[config.mk]
export PLATFORM = sky130hd
export DESIGN_NAME = cip_card_end_flat
export DESIGN_NICKNAME = d
export VERILOG_FILES = /design/src/pkg/cip_pkg.sv /design/src/pkg/cip_link_if.sv /design/src/cip_card_end.sv /design/src/flat_wrapper.sv
export SDC_FILE = /design/constraint.sdc
export NUM_CORES = 1
export LEC_CHECK = 0
export BUFFER_PORTS_ARGS = -buffer_cell sky130_fd_sc_hd__clkbuf_2
export CAP_MARGIN = 20
export CORE_MARGIN = 5
export CORE_UTILIZATION = 45
export DETAILED_ROUTE_END_ITERATION = 10
export MAX_ROUTING_LAYER = met4
export SETUP_SLACK_MARGIN = 0.1
export SYNTH_ARGS = -nofsm -noshare
export SYNTH_HDL_FRONTEND = slang
export SYNTH_SLANG_ARGS = --single-unit
[constraint.sdc]
create_clock -name i_core_clk -period 4.07 [get_ports i_core_clk]
set_clock_uncertainty 0.2 [all_clocks]
set_input_delay 0.2035 -clock i_core_clk [delete_from_list [all_inputs] [get_ports i_core_clk]]
set_output_delay 0.2035 -clock i_core_clk [all_outputs]
set_load 0.01 [all_outputs]
[src/pkg/cip_pkg.sv]
`default_nettype none
package cip_pkg;
	localparam logic [7:0]  CMD_REQA      = 8'h26;
	localparam logic [7:0]  CMD_WUPA      = 8'h52;
	localparam logic [7:0]  CMD_CL1       = 8'h93;
	localparam logic [7:0]  CMD_CL2       = 8'h95;
	localparam logic [7:0]  NVB_ANTICOLL  = 8'h20;
	localparam logic [7:0]  NVB_SELECT    = 8'h70;
	localparam logic [7:0]  CMD_HALT      = 8'h50;
	localparam logic [7:0]  CMD_READ      = 8'h30;
	localparam logic [7:0]  CMD_SET_USAGE = 8'h40;
	localparam logic [7:0]  BLOCK0_ADDR   = 8'h00;
	localparam logic [7:0]  CASCADE_TAG   = 8'h88;
	localparam logic [7:0]  RND_ID_PREFIX = 8'h08;
	localparam logic [3:0]  NONUNIQ_NIB   = 4'hf;
	localparam logic [7:0]  USAGE_PLAIN   = 8'h00;
	localparam logic [7:0]  USAGE_SHORT   = 8'h40;
	localparam logic [7:0]  USAGE_RANDOM  = 8'h20;
	localparam logic [7:0]  USAGE_DERIVED = 8'h60;
	localparam logic [3:0]  CODE_ACK      = 4'ha;
	localparam logic [3:0]  CODE_NAK      = 4'h4;
	localparam logic [15:0] ATQA_VALUE    = 16'h0044;
	localparam logic [7:0]  SAK_CASCADE   = 8'h04;
	localparam logic [7:0]  SAK_DONE      = 8'h18;
	localparam logic [31:0] LFSR_SEED     = 32'h1234abcd;
	localparam int unsigned CLK_PERIOD_NS = 5;
	localparam int unsigned FDT_MIN_NS    = 91150;
	localparam int unsigned FDT_MIN_CYC   = (FDT_MIN_NS + CLK_PERIOD_NS - 1) / CLK_PERIOD_NS;
	localparam int unsigned TIMEOUT_MS    = 10;
	localparam int unsigned TIMEOUT_CYC   = (TIMEOUT_MS * 1000000) / CLK_PERIOD_NS;
	localparam logic [1:0]  OP_SEQ1       = 2'h0;
	localparam logic [1:0]  OP_SEQ2       = 2'h1;
	localparam logic [1:0]  OP_SEQ3       = 2'h2;
	localparam logic [1:0]  OP_SET_USAGE  = 2'h3;

	typedef enum logic [1:0] {
		double_size_plain_mode,
		double_size_shortcut_mode,
		single_random_id_mode,
		single_derived_id_mode
	} cip_identifier_function_mode_t;

	localparam cip_identifier_function_mode_t MODE_RESET = double_size_plain_mode;

	function automatic logic [7:0] bcc_of(input logic [31:0] w);
		return w[31:24] ^ w[23:16] ^ w[15:8] ^ w[7:0];
	endfunction
endpackage
`default_nettype wire

[src/pkg/cip_link_if.sv]
`timescale 1ns/10ps
`default_nettype none
interface cip_link_if;
	logic       field_on;
	logic       req_valid;
	logic [7:0] req_data;
	logic       req_last;
	logic       rsp_valid;
	logic [7:0] rsp_data;
	logic       rsp_last;
	logic       rsp_nibble;

	modport card (input field_on, req_valid, req_data, req_last,
		output rsp_valid, rsp_data, rsp_last, rsp_nibble);
	modport reader (output field_on, req_valid, req_data, req_last,
		input rsp_valid, rsp_data, rsp_last, rsp_nibble);
endinterface
`default_nettype wire

[src/cip_card_end.sv]
// Function
// - Identifier held in block 0, sector 0
// - Usage command: 40h, type, CRC; 4-bit answer
// - Type 00h/40h/20h/60h picks the mode
// - Delivered in plain double-size mode
// - Usage command only after sector 0 authentication
// - First accepted command locks; later ones NAK
// - New mode effective after unselect or field reset
// - Reply no earlier than n=9; reader waits 10 ms
// - Sequence one: CL1 anticollision/select, then CL2
// - Sequence two: plain block 0 read, no auth
// - Otherwise block 0 only encrypted after auth
// - Sequence three: single-size, CL1 select only
// - Mode limits which activation sequences work
// - Single modes show derived or random identifier
// - ATQA never depends on the mode
// - Reader authenticates with last cascade level bytes
// - Four-byte variant uses cascade level 1 only
// - Four-byte variant: full identifier feeds authentication
// - Reader should always send the usage command once
`timescale 1ns/10ps
`default_nettype none
module cip_card_end #(
	parameter int unsigned FDT_CYC   = cip_pkg::FDT_MIN_CYC,
	parameter bit          FOUR_BYTE = 1'b0
) (
	input  wire logic        i_core_clk,    // Core clock
	input  wire logic        i_rst,         // Synchronous reset, high
	cip_link_if.card         lnk,           // Frame link to reader
	input  wire logic [55:0] i_uid,         // Identifier of block 0, UID0 on top
	input  wire logic        i_sec0_auth,   // Authenticated to sector 0
	output logic [1:0]       o_mode,        // Mode in effect
	output logic             o_locked,      // Usage setting locked
	output logic             o_active,      // Card selected
	output logic             o_blk0_read,   // Block 0 read pulse
	output logic             o_blk0_plain   // That read goes out unencrypted
);
	typedef enum logic [2:0] {cs_idle, cs_ready1, cs_ready2, cs_active, cs_halt} cip_card_st_t;

	if (FDT_CYC < 1) begin : g_chk
		$error("FDT_CYC must be at least one");
	end

	function automatic logic [31:0] cl1_word(input cip_pkg::cip_identifier_function_mode_t m,
		input logic [55:0] u, input logic [31:0] rnd);
		logic [31:0] w;
		w = u[55:24] ^ {u[23:0], 8'h00};
		if (FOUR_BYTE)
			return u[55:24];
		case (m)
			cip_pkg::single_random_id_mode:  return rnd;
			cip_pkg::single_derived_id_mode: return {w[31:28], cip_pkg::NONUNIQ_NIB, w[23:0]};
			default:                          return {cip_pkg::CASCADE_TAG, u[55:32]};
		endcase
	endfunction
	cip_card_st_t                        st_q, st_d;
	cip_pkg::cip_identifier_function_mode_t stored_q, stored_d, mode_q, mode_d;
	logic        lock_q, lock_d, short_q, short_d;
	logic [31:0] rnd_id_q, rnd_id_d, lfsr_q, lfsr_d, wait_q, wait_d;
	logic [7:0]  rx_q [0:6];
	logic [7:0]  rx_d [0:6];
	logic [7:0]  tx_q [0:4];
	logic [7:0]  tx_d [0:4];
	logic [2:0]  rxn_q, rxn_d, txn_q, txn_d, txi_q, txi_d;
	logic        nib_q, nib_d, snd_q, snd_d;
	logic        rv_q, rv_d, rl_q, rl_d, rn_q, rn_d;
	logic [7:0]  rd_q, rd_d;
	logic        brd_q, brd_d, bpl_q, bpl_d, act_q, act_d;
	always_comb begin
		logic [2:0]  n;
		logic [31:0] w;
		logic        sel_ok;
		logic        reply;
		n      = rxn_q + 3'd1;
		w      = 32'h0;
		sel_ok = 1'b0;
		reply  = 1'b0;
		st_d = st_q;
		stored_d = stored_q;
		mode_d = mode_q;
		lock_d = lock_q;
		short_d = short_q;
		rnd_id_d = rnd_id_q;
		lfsr_d = {lfsr_q[30:0], lfsr_q[31] ^ lfsr_q[21] ^ lfsr_q[1] ^ lfsr_q[0]};
		rx_d = rx_q;
		tx_d = tx_q;
		rxn_d = rxn_q;
		txn_d = txn_q;
		txi_d = txi_q;
		nib_d = nib_q;
		snd_d = snd_q;
		wait_d = wait_q;
		rv_d = 1'b0;
		rl_d = 1'b0;
		rn_d = 1'b0;
		rd_d = rd_q;
		brd_d = 1'b0;
		bpl_d = bpl_q;
		if (snd_q && wait_q != 32'h0) begin
			wait_d = wait_q - 32'h1;
		end else if (snd_q) begin
			rv_d = 1'b1;
			rd_d = tx_q[txi_q];
			rn_d = nib_q;
			rl_d = (txi_q == txn_q - 3'd1);
			txi_d = txi_q + 3'd1;
			if (txi_q == txn_q - 3'd1)
				snd_d = 1'b0;
		end
		if (lnk.req_valid && !lnk.req_last && rxn_q != 3'd7) begin
			rx_d[rxn_q] = lnk.req_data;
			rxn_d = n;
		end
		if (lnk.req_valid && lnk.req_last) begin
			rx_d[rxn_q] = lnk.req_data;
			rxn_d = 3'd0;
			w = (st_q == cs_ready2) ? i_uid[31:0] : cl1_word(mode_q, i_uid, rnd_id_q);
			sel_ok = ({rx_d[2], rx_d[3], rx_d[4], rx_d[5]} == w) && rx_d[6] == cip_pkg::bcc_of(w);
			reply = 1'b1;
			nib_d = 1'b0;
			txn_d = 3'd1;
			if ((rx_d[0] == cip_pkg::CMD_REQA && st_q == cs_idle) ||
				(rx_d[0] == cip_pkg::CMD_WUPA && (st_q == cs_idle || st_q == cs_halt))) begin
				st_d = cs_ready1;
				rnd_id_d = {cip_pkg::RND_ID_PREFIX, lfsr_q[23:0]};
				tx_d[0] = cip_pkg::ATQA_VALUE[7:0];
				tx_d[1] = cip_pkg::ATQA_VALUE[15:8];
				txn_d = 3'd2;
			end else if (n == 3'd2 && rx_d[1] == cip_pkg::NVB_ANTICOLL &&
				((st_q == cs_ready1 && rx_d[0] == cip_pkg::CMD_CL1) ||
				(st_q == cs_ready2 && rx_d[0] == cip_pkg::CMD_CL2))) begin
				{tx_d[0], tx_d[1], tx_d[2], tx_d[3]} = w;
				tx_d[4] = cip_pkg::bcc_of(w);
				txn_d = 3'd5;
			end else if (st_q == cs_ready1 && n == 3'd7 && rx_d[0] == cip_pkg::CMD_CL1 &&
				rx_d[1] == cip_pkg::NVB_SELECT && sel_ok) begin
				if (FOUR_BYTE || mode_q == cip_pkg::single_random_id_mode ||
					mode_q == cip_pkg::single_derived_id_mode) begin
					st_d = cs_active;
					tx_d[0] = cip_pkg::SAK_DONE;
				end else begin
					st_d = cs_ready2;
					short_d = (mode_q == cip_pkg::double_size_shortcut_mode);
					tx_d[0] = cip_pkg::SAK_CASCADE;
				end
			end else if (st_q == cs_ready2 && n == 3'd7 && rx_d[0] == cip_pkg::CMD_CL2 &&
				rx_d[1] == cip_pkg::NVB_SELECT && sel_ok) begin
				st_d = cs_active;
				short_d = 1'b0;
				tx_d[0] = cip_pkg::SAK_DONE;
			end else if (st_q == cs_ready2 && short_q && n == 3'd2 &&
				rx_d[0] == cip_pkg::CMD_READ && rx_d[1] == cip_pkg::BLOCK0_ADDR) begin
				st_d = cs_active;
				short_d = 1'b0;
				brd_d = 1'b1;
				bpl_d = 1'b1;
				{tx_d[0], tx_d[1], tx_d[2], tx_d[3], tx_d[4]} = i_uid[55:16];
				txn_d = 3'd5;
			end else if (st_q == cs_active && n == 3'd2 && rx_d[0] == cip_pkg::CMD_READ &&
				rx_d[1] == cip_pkg::BLOCK0_ADDR) begin
				// Encrypted data path lies outside; only NAK is answered here
				reply = !i_sec0_auth;
				brd_d = i_sec0_auth;
				bpl_d = 1'b0;
				nib_d = 1'b1;
				tx_d[0] = {4'h0, cip_pkg::CODE_NAK};
			end else if (st_q == cs_active && n == 3'd2 && rx_d[0] == cip_pkg::CMD_SET_USAGE) begin
				nib_d = 1'b1;
				tx_d[0] = {4'h0, cip_pkg::CODE_NAK};
				if (i_sec0_auth && !lock_q && !FOUR_BYTE) begin
					tx_d[0] = {4'h0, cip_pkg::CODE_ACK};
					lock_d = 1'b1;
					case (rx_d[1])
						cip_pkg::USAGE_PLAIN:   stored_d = cip_pkg::double_size_plain_mode;
						cip_pkg::USAGE_SHORT:   stored_d = cip_pkg::double_size_shortcut_mode;
						cip_pkg::USAGE_RANDOM:  stored_d = cip_pkg::single_random_id_mode;
						cip_pkg::USAGE_DERIVED: stored_d = cip_pkg::single_derived_id_mode;
						default: begin
							lock_d = 1'b0;
							tx_d[0] = {4'h0, cip_pkg::CODE_NAK};
						end
					endcase
				end
			end else if (st_q == cs_active && n == 3'd2 && rx_d[0] == cip_pkg::CMD_HALT &&
				rx_d[1] == 8'h00) begin
				st_d = cs_halt;
				mode_d = stored_q;
				reply = 1'b0;
			end else begin
				// An unexpected frame drops any card that is not halted back to idle without answering
				reply = 1'b0;
				short_d = 1'b0;
				if (st_q != cs_halt)
					st_d = cs_idle;
				if (st_q == cs_active || st_q == cs_ready2)
					mode_d = stored_q;
			end
			if (reply) begin
				snd_d = 1'b1;
				txi_d = 3'd0;
				wait_d = 32'(FDT_CYC - 1);
			end
		end
		if (!lnk.field_on) begin
			st_d = cs_idle;
			mode_d = stored_q;
			short_d = 1'b0;
			snd_d = 1'b0;
			// Field loss also silences an answer byte already on its way
			rv_d = 1'b0;
			rxn_d = 3'd0;
		end
		act_d = (st_d == cs_active);
	end
	always_ff @(posedge i_core_clk) begin
		if (i_rst) begin
			st_q <= cs_idle;
			stored_q <= cip_pkg::MODE_RESET;
			mode_q <= cip_pkg::MODE_RESET;
			lock_q <= 1'b0;
			short_q <= 1'b0;
			rnd_id_q <= 32'h0;
			lfsr_q <= cip_pkg::LFSR_SEED;
			for (int i = 0; i < 7; i++)
				rx_q[i] <= 8'h00;
			for (int i = 0; i < 5; i++)
				tx_q[i] <= 8'h00;
			rxn_q <= 3'd0;
			txn_q <= 3'd0;
			txi_q <= 3'd0;
			nib_q <= 1'b0;
			snd_q <= 1'b0;
			wait_q <= 32'h0;
			rv_q <= 1'b0;
			rl_q <= 1'b0;
			rn_q <= 1'b0;
			rd_q <= 8'h00;
			brd_q <= 1'b0;
			bpl_q <= 1'b0;
			act_q <= 1'b0;
		end else begin
			st_q <= st_d;
			stored_q <= stored_d;
			mode_q <= mode_d;
			lock_q <= lock_d;
			short_q <= short_d;
			rnd_id_q <= rnd_id_d;
			lfsr_q <= lfsr_d;
			rx_q <= rx_d;
			tx_q <= tx_d;
			rxn_q <= rxn_d;
			txn_q <= txn_d;
			txi_q <= txi_d;
			nib_q <= nib_d;
			snd_q <= snd_d;
			wait_q <= wait_d;
			rv_q <= rv_d;
			rl_q <= rl_d;
			rn_q <= rn_d;
			rd_q <= rd_d;
			brd_q <= brd_d;
			bpl_q <= bpl_d;
			act_q <= act_d;
		end
	end
	assign lnk.rsp_valid  = rv_q;
	assign lnk.rsp_data   = rd_q;
	assign lnk.rsp_last   = rl_q;
	assign lnk.rsp_nibble = rn_q;
	assign o_mode         = mode_q;
	assign o_locked       = lock_q;
	assign o_active       = act_q;
	assign o_blk0_read    = brd_q;
	assign o_blk0_plain   = bpl_q;
endmodule
`default_nettype wire

[src/flat_wrapper.sv]
// flat-port wrapper written by rule: the top's interface ports become plain ports
module cip_card_end_flat 
#(
	parameter int unsigned FDT_CYC   = cip_pkg::FDT_MIN_CYC,
	parameter bit          FOUR_BYTE = 1'b0
)
  (i_core_clk, i_rst, i_uid, i_sec0_auth, o_mode, o_locked, o_active, o_blk0_read, o_blk0_plain, lnk_field_on, lnk_req_valid, lnk_req_data, lnk_req_last, lnk_rsp_valid, lnk_rsp_data, lnk_rsp_last, lnk_rsp_nibble);
  cip_link_if lnk_i ();
  input  wire logic i_core_clk;
  input  wire logic i_rst;
  input  wire logic [55:0] i_uid;
  input  wire logic i_sec0_auth;
  output logic [1:0] o_mode;
  output logic o_locked;
  output logic o_active;
  output logic o_blk0_read;
  output logic o_blk0_plain;
  input wire logic [$bits(lnk_i.field_on)-1:0] lnk_field_on;
  input wire logic [$bits(lnk_i.req_valid)-1:0] lnk_req_valid;
  input wire logic [$bits(lnk_i.req_data)-1:0] lnk_req_data;
  input wire logic [$bits(lnk_i.req_last)-1:0] lnk_req_last;
  output wire logic [$bits(lnk_i.rsp_valid)-1:0] lnk_rsp_valid;
  output wire logic [$bits(lnk_i.rsp_data)-1:0] lnk_rsp_data;
  output wire logic [$bits(lnk_i.rsp_last)-1:0] lnk_rsp_last;
  output wire logic [$bits(lnk_i.rsp_nibble)-1:0] lnk_rsp_nibble;
  assign lnk_i.field_on = lnk_field_on;
  assign lnk_i.req_valid = lnk_req_valid;
  assign lnk_i.req_data = lnk_req_data;
  assign lnk_i.req_last = lnk_req_last;
  assign lnk_rsp_valid = lnk_i.rsp_valid;
  assign lnk_rsp_data = lnk_i.rsp_data;
  assign lnk_rsp_last = lnk_i.rsp_last;
  assign lnk_rsp_nibble = lnk_i.rsp_nibble;
  cip_card_end #(.FDT_CYC(FDT_CYC), .FOUR_BYTE(FOUR_BYTE)) u_core (.i_core_clk(i_core_clk), .i_rst(i_rst), .lnk(lnk_i), .i_uid(i_uid), .i_sec0_auth(i_sec0_auth), .o_mode(o_mode), .o_locked(o_locked), .o_active(o_active), .o_blk0_read(o_blk0_read), .o_blk0_plain(o_blk0_plain));
endmodule
==> results.json, run 1 <==
{
  "outcome": "finished, final reports clean",
  "clk_latency_ps": 520,
  "max-clock-path-buffers": 3,
  "fin_crit_sh_pct": 96.3,
  "finalSetupTns_ps": 0,
  "vias": 11000,
  "worstPathRequired_ps": 4330,
  "yosysUniqueCellTypes": 68,
  "max_freq_mhz": 255,
  "whs_ps": 6.71,
  "grt.overflow.total": 0,
  "h-tree-depth": 1,
  "share_comb_of_total_power_pct": 9.8,
  "hp-start": "i_rst",
  "synth_top_area_share_pct": 36.8,
  "cts.sinks": 219,
  "synth_area_leader_cell": "dfxtp_1",
  "grt_antenna_before_repair": 0,
  "worst_ep_arrival_time_ps": 4180,
  "p_leak_nw": 6.01,
  "worst_pin_slew_ps": 1020,
  "cp-startpoint": "u_core.st_q[0]$_SDFF_PP0_",
  "cp-endpoint": "u_core.tx_q[33]$_SDFFE_PP0P_",
  "pwr-share-clk_pct": 47.5,
  "maxSlewHeadroom_pct": 31.7,
  "portBuffers": 86,
  "clock-root-buffer": "clkbuf_16",
  "hp-class": "primary input to flop",
  "hold_viol": 0,
  "yosysSeqAreaShare_pct": 36.8,
  "final_nets": 1677,
  "syn2layout_area_growth_pct": 24.6,
  "ys_async_sr_fraction_pct": 0,
  "path_clk_slew_ps": 60,
  "path_max_fanout": 8,
  "hpwl_mm": 29.7,
  "startpoint_type": "flop",
  "drv_cap": 0,
  "cts_tree": "built",
  "drt-initial-drc-count": 1005,
  "multi_input_area_um2": 7210,
  "fin_crit_ps": 3920,
  "track_usage_pct": 26.2,
  "n_antenna_cell": 0,
  "die_x_um": 173,
  "synth_seq_cells": 219,
  "sequentialPowerShare_pct": 42.7,
  "core_area_um2": 26100,
  "numCtsBuffers": 25,
  "wl_per_cell_um": 20.5,
  "worstSetupPathType": "flop to flop",
  "grt_pass1_wl_mm": 61.3,
  "grt_max_degree": 70,
  "ys_warn_count": 0,
  "drc": 0,
  "rr_endpoint": "u_core.tx_q[33]$_SDFFE_PP0P_",
  "rsz0062_at_grt": "yes",
  "ir_drop_mv": 0.467,
  "routed_wl_mm": 40.0,
  "die_h_um": 173,
  "internal_power_w": 0.00389,
  "synth_enable_flop_cells": 0,
  "crit_path_end_kind": "flop",
  "worstReg2RegStart": "u_core.st_q[0]$_SDFF_PP0_",
  "synth.top_cells.by_area": "dfxtp_1, mux2i_1, xnor2_1",
  "syn_area_um2": 11900,
  "switching_share_pct": 24.2,
  "grt_pass1_vias": 10400,
  "syn_nets": 1510,
  "r2r_cells": 11,
  "via_per_inst": 5.62,
  "r2r_slack_ps": 150,
  "rows": 59,
  "setup_violations": 0,
  "die-area_um2": 29800,
  "switching_power_w": 0.00125,
  "avgSynthCellArea_um2": 8.32,
  "ios": 87,
  "dr.pass1.iters": 5,
  "netlist_instances": 1432,
  "floorplan.initialDensity_pct": 45.7,
  "synthFlopType": "dfxtp_1",
  "gp_congestion": 0.977,
  "drive_above_1_share_pct": 21.2,
  "maxSlewViolCount": 0,
  "powerDensity_nw_per_um2": 346,
  "regArea_um2": 4400,
  "fillers": 2404,
  "ant_nets": 0
}
[cell type report]
| cell class | instances | area share, % |
|---|---|---|
| clock buffers | 30 | 4.55 |
| clock inverters | 15 | 1.49 |
| inverters | 18 | 0.455 |
| multi-input cells | 1092 | 48.6 |
| flip-flops and latches | 219 | 29.7 |
| well taps | 335 | 2.83 |
| repair buffers | 243 | 12.4 |
[cells in the mapped netlist (15+ instances only)]
library cell    n
dfxtp_1       219
nor2_1        179
a21oi_1       136
nand2_1       125
mux2i_1       103
xnor2_1        87
clkbuf_1       76
nor3_1         54
nand3_1        50
xor2_1         45
a211oi_1       27
nand2b_1       25
nor2b_1        22
o211ai_1       20
o21ai_0        19
buf_2          17
inv_1          17
or2_2          17
nor4_1         15
[routing by layer]
metal	global-route usage [%]	routed length, µm	vias up	part of all wire, %
met5	-	0	-	0
met3	3.91	2580	72	6.5
met1	36.5	18300	5175	46
met4	6.81	1060	0	2.6
met2	40.1	18000	359	45
li1	-	-	5356	-
[state kept, by name, summed over array words and instances, names as in the netlist, named ones only]
register               cells
u_core.o_blk0_plain        1
u_core.wait_q             32
u_core.txn_q               3
u_core.tx_q               40
u_core.stored_q            2
u_core.o_locked            1
u_core.o_active            1
u_core.nib_q               1
u_core.o_blk0_read         1
u_core.short_q             1
u_core.rxn_q               3
u_core.lnk.rsp_valid       1
u_core.snd_q               1
u_core.rnd_id_q           25
u_core.rx_q               48
u_core.lnk.rsp_nibble      1
u_core.o_mode              2
u_core.txi_q               3
u_core.lfsr_q             32
u_core.lnk.rsp_last        1
u_core.st_q                3
u_core.lnk.rsp_data        8
[power by group through the flow]
stage	logic, W	registers [W]	clock network (W)
floorplan	0.000268	0.00224	0
global placement	0.000467	0.00224	0
detailed placement	0.000466	0.00224	0
CTS	0.000490	0.00220	0.00249
global route	0.000541	0.00220	0.00259
finish	0.000505	0.00219	0.00244
[cell usage in the layout, fill, tap and decap left out, types with 22 or more instances in the layout]
cell type | netlist | routed
clkbuf_2 | 1 | 84
mux2i_1 | 103 | 96
nor3_1 | 54 | 52
nand2b_1 | 25 | 25
nor2_1 | 179 | 179
nand2_1 | 125 | 121
a211oi_1 | 27 | 27
dfxtp_1 | 219 | 211
xnor2_1 | 87 | 87
clkbuf_16 | 0 | 27
nand3_1 | 50 | 48
dlygate4sd3_1 | 0 | 29
a21oi_1 | 136 | 131
xor2_1 | 45 | 45
nor2b_1 | 22 | 22
buf_4 | 2 | 116
[repair_timing]
item                                   in CTS  in global routing
endpoints found under the hold margin      62                  0
gates cloned                                0                  2
hold buffers                               29                  0
buffers inserted                            5                 11
resized for setup                           6                 48
pin swaps                                   1                 15
setup endpoints to repair                  36                 59
[worst max-delay path, cell delays in order, from the launching register on]
cell,delay [ps]
dfxtp_2,350
or3b_4,480
buf_12,170
buf_4,130
o22ai_2,180
xor2_1,280
xnor3_1,260
or4_4,500
buf_4,160
o41a_1,490
or4_4,540
a21oi_2,120
[worst min path at each step]
| stage | end | cells past startpoint |
|---|---|---|
| after detailed placement | u_core.lfsr_q[28]$_SDFF_PP1_ | 1 |
| after global routing | u_core.nib_q$_SDFFE_PP0P_ | 2 |
| final | u_core.nib_q$_SDFFE_PP0P_ | 2 |
| after global placement | u_core.lfsr_q[25]$_SDFF_PP1_ | 1 |
| after CTS | u_core.tx_q[39]$_SDFFE_PP0P_ | 5 |
| after floorplan | u_core.o_blk0_read$_SDFF_PP0_ | 2 |
[per-stage QoR]
stage | total power (W) | area (µm²) | cells | worst slack, ps | util [%]
finish | 0.00514 | 14800 | 1952 | 150 | 56.9
global route | 0.00533 | 14800 | 1952 | 70.5 | 56.9
CTS | 0.00517 | 14500 | 1939 | 109 | 55.8
detailed placement | 0.00271 | 13300 | 1860 | -96.9 | 51.0
global placement | 0.00271 | 13300 | 1859 | -20.4 | 51.0
floorplan | 0.00251 | 11900 | 1432 | 113 | -
[cells by family after synthesis]
logic type,after synthesis,synth area share [%]
buf+inv,121,4.19
flops,219,36.8
mux,119,10.9
xor+xnor,133,9.90
fa+ha+maj,8,0.841
compound gates,267,14.1
simple gates,565,23.2
(Power assumes the default switching activity.)
==> run 2: changes to the inputs <==
GPL_TIMING_DRIVEN = 0   (was not set)
PLACE_DENSITY = 0.69   (was not set)
==> run 2 against run 1 <==
The flow now finishes with violations (negative setup slack). First-iteration DRC count rose by 7.2%. Total power down 2.9%. Routed wire length increased by 15%. Clock power decreased by 9.0%. Cell count grew 1.8%. Sequential share of layout area shrank 1.4 points. Register-to-register slack lost 160 ps. Non-clock buffer count up 32. Count of clock-buffer cells in the layout rose by 2. Critical path depth is 4 higher. Final area grew 5.1%. Largest cell class unchanged. Largest power group unchanged.
==> results.json, run 2 (synthesis gave the netlist of run 1 again) <==
{
  "drive_above_1_share_pct": 25.0,
  "worst_pin_slew_ps": 941,
  "routed_wl_mm": 46.2,
  "violations": "negative setup slack",
  "numCtsBuffers": 25,
  "top_register": "u_core.rx_q",
  "cts_tree": "built",
  "dr.pass1.iters": 5,
  "fin_util_pct": 59.8,
  "maxSlewHeadroom_pct": 36.7,
  "largest_register_ffs": 48,
  "core_area_um2": 26100,
  "path_clk_slew_ps": 70,
  "grt_pass1_wl_mm": 68.6,
  "crit_chain": "or3b_1, buf_6, buf_6, mux2i_1, xor2_1, nor2_1, nand4bb_1, or4_4, o41a_1, a21o_1, buf_6, nand2b_4, buf_8, clkbuf_16, nor2_4",
  "path_max_fanout": 6,
  "gp_congestion": 1.01,
  "fillers": 2354,
  "cp_common_cell": "buf_6",
  "track_usage_pct": 29.8,
  "power_w": 0.00499,
  "rows": 59,
  "max_freq_mhz": 245,
  "drt-initial-drc-count": 1077,
  "dp.cells": 1852,
  "final_cells": 1987,
  "outcome": "finished with violations",
  "startpoint_type": "flop",
  "setup_slack_ps": -10.8,
  "fin_crit_ps": 4080,
  "ant_nets": 0,
  "fin_crit_sh_pct": 100,
  "grt_pass1_vias": 11200,
  "syn2layout_area_growth_pct": 30.9,
  "grt.overflow.total": 0,
  "worstSetupPathType": "flop to flop",
  "max-clock-path-buffers": 3,
  "grt_antenna_before_repair": 3,
  "rsz0062_at_grt": "yes",
  "die_x_um": 173,
  "wl_per_cell_um": 23.2,
  "setup_violations": 10,
  "die-area_um2": 29800,
  "cpMaxStageDelayCell": "or4_4",
  "grt_max_degree": 14,
  "final_nets": 1709,
  "powerDensity_nw_per_um2": 320,
  "h-tree-depth": 1,
  "worstPathRequired_ps": 4300,
  "layout_common_cells": "dfxtp_1, nor2_1, nand2_1",
  "p_leak_nw": 6.05,
  "hold_viol": 0,
  "ios": 87,
  "via_per_inst": 5.95,
  "floorplan.initialDensity_pct": 45.7,
  "hp-class": "primary input to flop",
  "vias": 11800,
  "reg.largest.list": "u_core.rx_q (48), u_core.tx_q (40)",
  "hpwl_mm": 33.4,
  "die_h_um": 173,
  "cts.sinks": 219,
  "final_common_cell": "dfxtp_1",
  "crit_path_end_kind": "flop",
  "drc": 0,
  "worst_ep_arrival_time_ps": 4310,
  "ir_drop_mv": 0.482,
  "drv_cap": 0,
  "clk_latency_ps": 550,
  "maxSlewViolCount": 0,
  "portBuffers": 84,
  "crit_path_max_incr_delay_ps": 590,
  "clock-root-buffer": "clkbuf_16"
}
[run 2: cell types whose count changed in the layout (fill, tap and decap cells not counted), sizes merged]
cell	delta
diode	+3
clkinv	+3
dlygate4sd3	-9
bufinv	-4
bufbuf	+2
inv	-2
clkbuf	+69
clkinvlp	+1
buf	-28
[run 2: path summary, 6_finish.rpt]
check	start	to	slack, ps	depth (start not counted)
worst min register to register	u_core.lfsr_q[24]$_SDFF_PP0_	u_core.lfsr_q[25]$_SDFF_PP1_	210	1
worst max-delay path	u_core.st_q[1]$_SDFF_PP0_	u_core.wait_q[18]$_SDFF_PP0_	-10	15
worst min-delay path	i_uid[17]	u_core.tx_q[1]$_SDFFE_PP0P_	10	3
worst max register to register	u_core.st_q[1]$_SDFF_PP0_	u_core.wait_q[18]$_SDFF_PP0_	-10	15
[run 2: report_power, final]
part / switching, W / total, W / internal [W]
Clock: 0.000965 / 0.00222 / 0.00126
Combinational: 0.000352 / 0.000571 / 0.000219
Sequential: 0.0000219 / 0.00220 / 0.00217
[run 2: through the flow]
step	cell area, µm²	TNS (ps)	worst slack (ps)	hold slack, ps
floorplan	11900	0	113	148
global placement	12800	-100080	-1420	194
detailed placement	12800	-88120	-1350	198
CTS	14800	0	99.1	0.664
global route	15600	-531	-42.1	6.53
finish	15600	-60.5	-10.8	10.1
[run 2: worst max-delay path: cells and delay by family, from the launching register on]
| kind | cells | cell delay [ps] |
|---|---|---|
| multiplexers | 1 | 470 |
| AO/OA/AOI/OAI | 2 | 750 |
| XOR/XNOR | 1 | 130 |
| AND/OR/NAND/NOR | 6 | 1270 |
| buffers and inverters | 5 | 740 |
| flip-flops | 1 | 370 |
[run 2: layout make-up]
| type | instances | area [µm²] | share of cell area (%) |
|---|---|---|---|
| repair buffers | 173 | 1310 | 8.43 |
| clock buffers | 32 | 682 | 4.37 |
| multi-input cells | 1092 | 7860 | 50.4 |
| inverters | 18 | 67.6 | 0.433 |
| clock inverters | 13 | 119 | 0.763 |
| plain buffers | 102 | 711 | 4.56 |
| flip-flops and latches | 219 | 4410 | 28.3 |
| well taps | 335 | 419 | 2.69 |
| diodes | 3 | 7.51 | 0.0482 |
[run 2: repair_timing]
action,in CTS,in global routing
setup endpoints to repair,114,111
hold buffers,20,0
pin swaps,29,53
endpoints found under the hold margin,36,0
setup buffers,33,30
resized for setup,167,140
cloned,3,2
[run 2: metal layers]
layer	share of wire (%)	up-vias	GRT usage [%]
met2	45	557	45.9
met3	8.1	149	5.04
met5	0	-	-
met1	43	5691	40.3
li1	-	5431	-
met4	4.0	0	9.24
==> run 3: changes to the inputs <==
HOLD_SLACK_MARGIN = 0.02   (was not set)
==> run 3 against run 2 <==
The flow still finishes with violations (negative setup slack). Clock power hardly changed. Die area unchanged. Final area is 0.59% lower. Count of clock-buffer cells in the layout unchanged. Total power barely moved. Largest cell class unchanged. First-iteration DRC count increased by 6.3%. Largest power group unchanged. Maximum frequency decreased by 0.66%. Critical endpoint is now u_core.wait_q[28]$_SDFF_PP0_. Highest routed layer unchanged. Sequential power hardly changed.
==> results.json, run 3 (synthesis gave the netlist of run 1 again) <==
{
  "setup_slack_ps": -37.7,
  "worst_pin_slew_ps": 928,
  "p_leak_nw": 6.04,
  "hp-class": "primary input to flop",
  "maxSlewViolCount": 0,
  "drc": 0,
  "hp-start": "i_uid[17]",
  "max-clock-path-buffers": 3,
  "core_area_um2": 26100,
  "dr.pass1.iters": 6,
  "worst_ep_arrival_time_ps": 4340,
  "maxSlewHeadroom_pct": 37.6,
  "setup_violations": 16,
  "fin_crit_sh_pct": 101,
  "outcome": "finished with violations",
  "rsz0062_at_grt": "yes",
  "placed_area_um2": 12800,
  "reg.largest.list": "u_core.rx_q (48), u_core.tx_q (40)",
  "hpwl_mm": 33.4,
  "grt_pass1_wl_mm": 68.8,
  "power_w": 0.00499,
  "worstPathRequired_ps": 4300,
  "wl_per_cell_um": 23.3,
  "final_nets": 1709,
  "path_max_fanout": 6,
  "pre_cts_slack_ps": -1350,
  "fin_util_pct": 59.5,
  "worstReg2RegStart": "u_core.st_q[1]$_SDFF_PP0_",
  "switching_share_pct": 26.9,
  "grt_pass1_vias": 11200,
  "crit_path_max_incr_delay_ps": 590,
  "crit_family": "simple AND/OR/NAND/NOR gates",
  "top_register": "u_core.rx_q",
  "ios": 87,
  "crit_chain": "or3b_1, buf_6, buf_6, mux2i_1, xor2_1, nor2_1, nand4bb_1, or4_4, o41a_1, a21o_1, buf_6, nand2b_4, buf_8, clkbuf_16, nor2_1",
  "via_per_inst": 5.98,
  "sequentialPowerShare_pct": 44.0,
  "track_usage_pct": 29.9,
  "cpMaxStageDelayCell": "or4_4",
  "die_x_um": 173,
  "routed_wl_mm": 46.2,
  "worstSetupPathType": "flop to flop",
  "ant_nets": 0,
  "pwr-share-clk_pct": 44.7,
  "switching_power_w": 0.00134,
  "grt_max_degree": 14,
  "drive_above_1_share_pct": 24.2,
  "hold_viol": 0,
  "numCtsBuffers": 25,
  "max_freq_mhz": 243,
  "path_clk_slew_ps": 70,
  "cts_tree": "built",
  "post-route-cell-area_um2": 15500,
  "grt.overflow.total": 0,
  "rows": 59,
  "critPathBufInv": 5,
  "clock-root-buffer": "clkbuf_16",
  "drv_cap": 0,
  "gp_congestion": 1.01,
  "fin_crit_ps": 4110,
  "syn2layout_area_growth_pct": 30.1,
  "floorplan.initialDensity_pct": 45.7,
  "vias": 11900,
  "die_h_um": 173,
  "grt_antenna_before_repair": 3,
  "share_comb_of_total_power_pct": 11.4,
  "portBuffers": 84,
  "final_common_cell": "dfxtp_1",
  "violations": "negative setup slack",
  "ir_drop_mv": 0.483,
  "powerDensity_nw_per_um2": 322,
  "cts.sinks": 219,
  "crit_path_end_kind": "flop",
  "internal_power_w": 0.00365,
  "clk_latency_ps": 550,
  "drt-initial-drc-count": 1145,
  "die-area_um2": 29800,
  "startpoint_type": "flop",
  "cp-startpoint": "u_core.st_q[1]$_SDFF_PP0_",
  "layout_common_cells": "dfxtp_1, nor2_1, nand2_1",
  "h-tree-depth": 1,
  "largest_register_ffs": 48,
  "cp_common_cell": "buf_6",
  "fillers": 2375,
  "finalSetupTns_ps": -308
}
-- run 3: worst reg2reg max path, delay by kind of cell (launching register included) --
kind,cells,cell delay (ps)
compound gates,2,750
xor+xnor,1,140
buf+inv,5,760
flops,1,370
mux,1,480
simple gates,6,1290
-- run 3: per-layer routing --
metal	vias up	global-route usage, %	wire length, µm
li1	5431	-	-
met1	5645	40.4	19500
met2	650	46.1	20600
met3	155	4.93	4210
met4	0	9.24	1920
met5	-	-	0
-- run 3: path summary, 6_finish.rpt --
kind	to	slack [ps]	cells after the start
min reg2reg	u_core.lfsr_q[25]$_SDFF_PP1_	210	1
max	u_core.wait_q[28]$_SDFF_PP0_	-40	15
min	u_core.tx_q[1]$_SDFFE_PP0P_	8	3
max reg2reg	u_core.wait_q[28]$_SDFF_PP0_	-40	15
-- run 3: power groups by stage --
stage               clock network [W]  logic (W)  registers, W
floorplan                           0   0.000268       0.00224
global placement                    0   0.000448       0.00224
detailed placement                  0   0.000453       0.00225
CTS                           0.00223   0.000514       0.00220
global route                  0.00233   0.000594       0.00220
finish                        0.00223   0.000567       0.00220
-- run 3: layout make-up --
type | instances | area, µm² | area share, %
Sequential cell | 219 | 4410 | 28.4
Clock inverter | 13 | 119 | 0.767
Timing Repair Buffer | 172 | 1300 | 8.38
Buffer | 102 | 714 | 4.61
Tap cell | 335 | 419 | 2.71
Antenna cell | 3 | 7.51 | 0.0484
Inverter | 18 | 67.6 | 0.436
Multi-Input combinational cell | 1093 | 7780 | 50.2
Clock buffer | 32 | 682 | 4.40
-- run 3: per-stage QoR --
step	cells	hold slack, ps
after CTS	1958	20.8
after global placement	1851	194
after global routing	1987	22.1
after floorplan	1432	148
final	1987	8.21
after detailed placement	1852	198
-- run 3: repair_timing --
action | CTS | global route
endpoints found under the hold margin | 42 | 0
buffers inserted | 33 | 24
cloned | 3 | 3
pin swaps | 29 | 33
endpoints found under the setup margin | 114 | 111
hold buffers | 25 | 0
gates resized for setup | 167 | 126
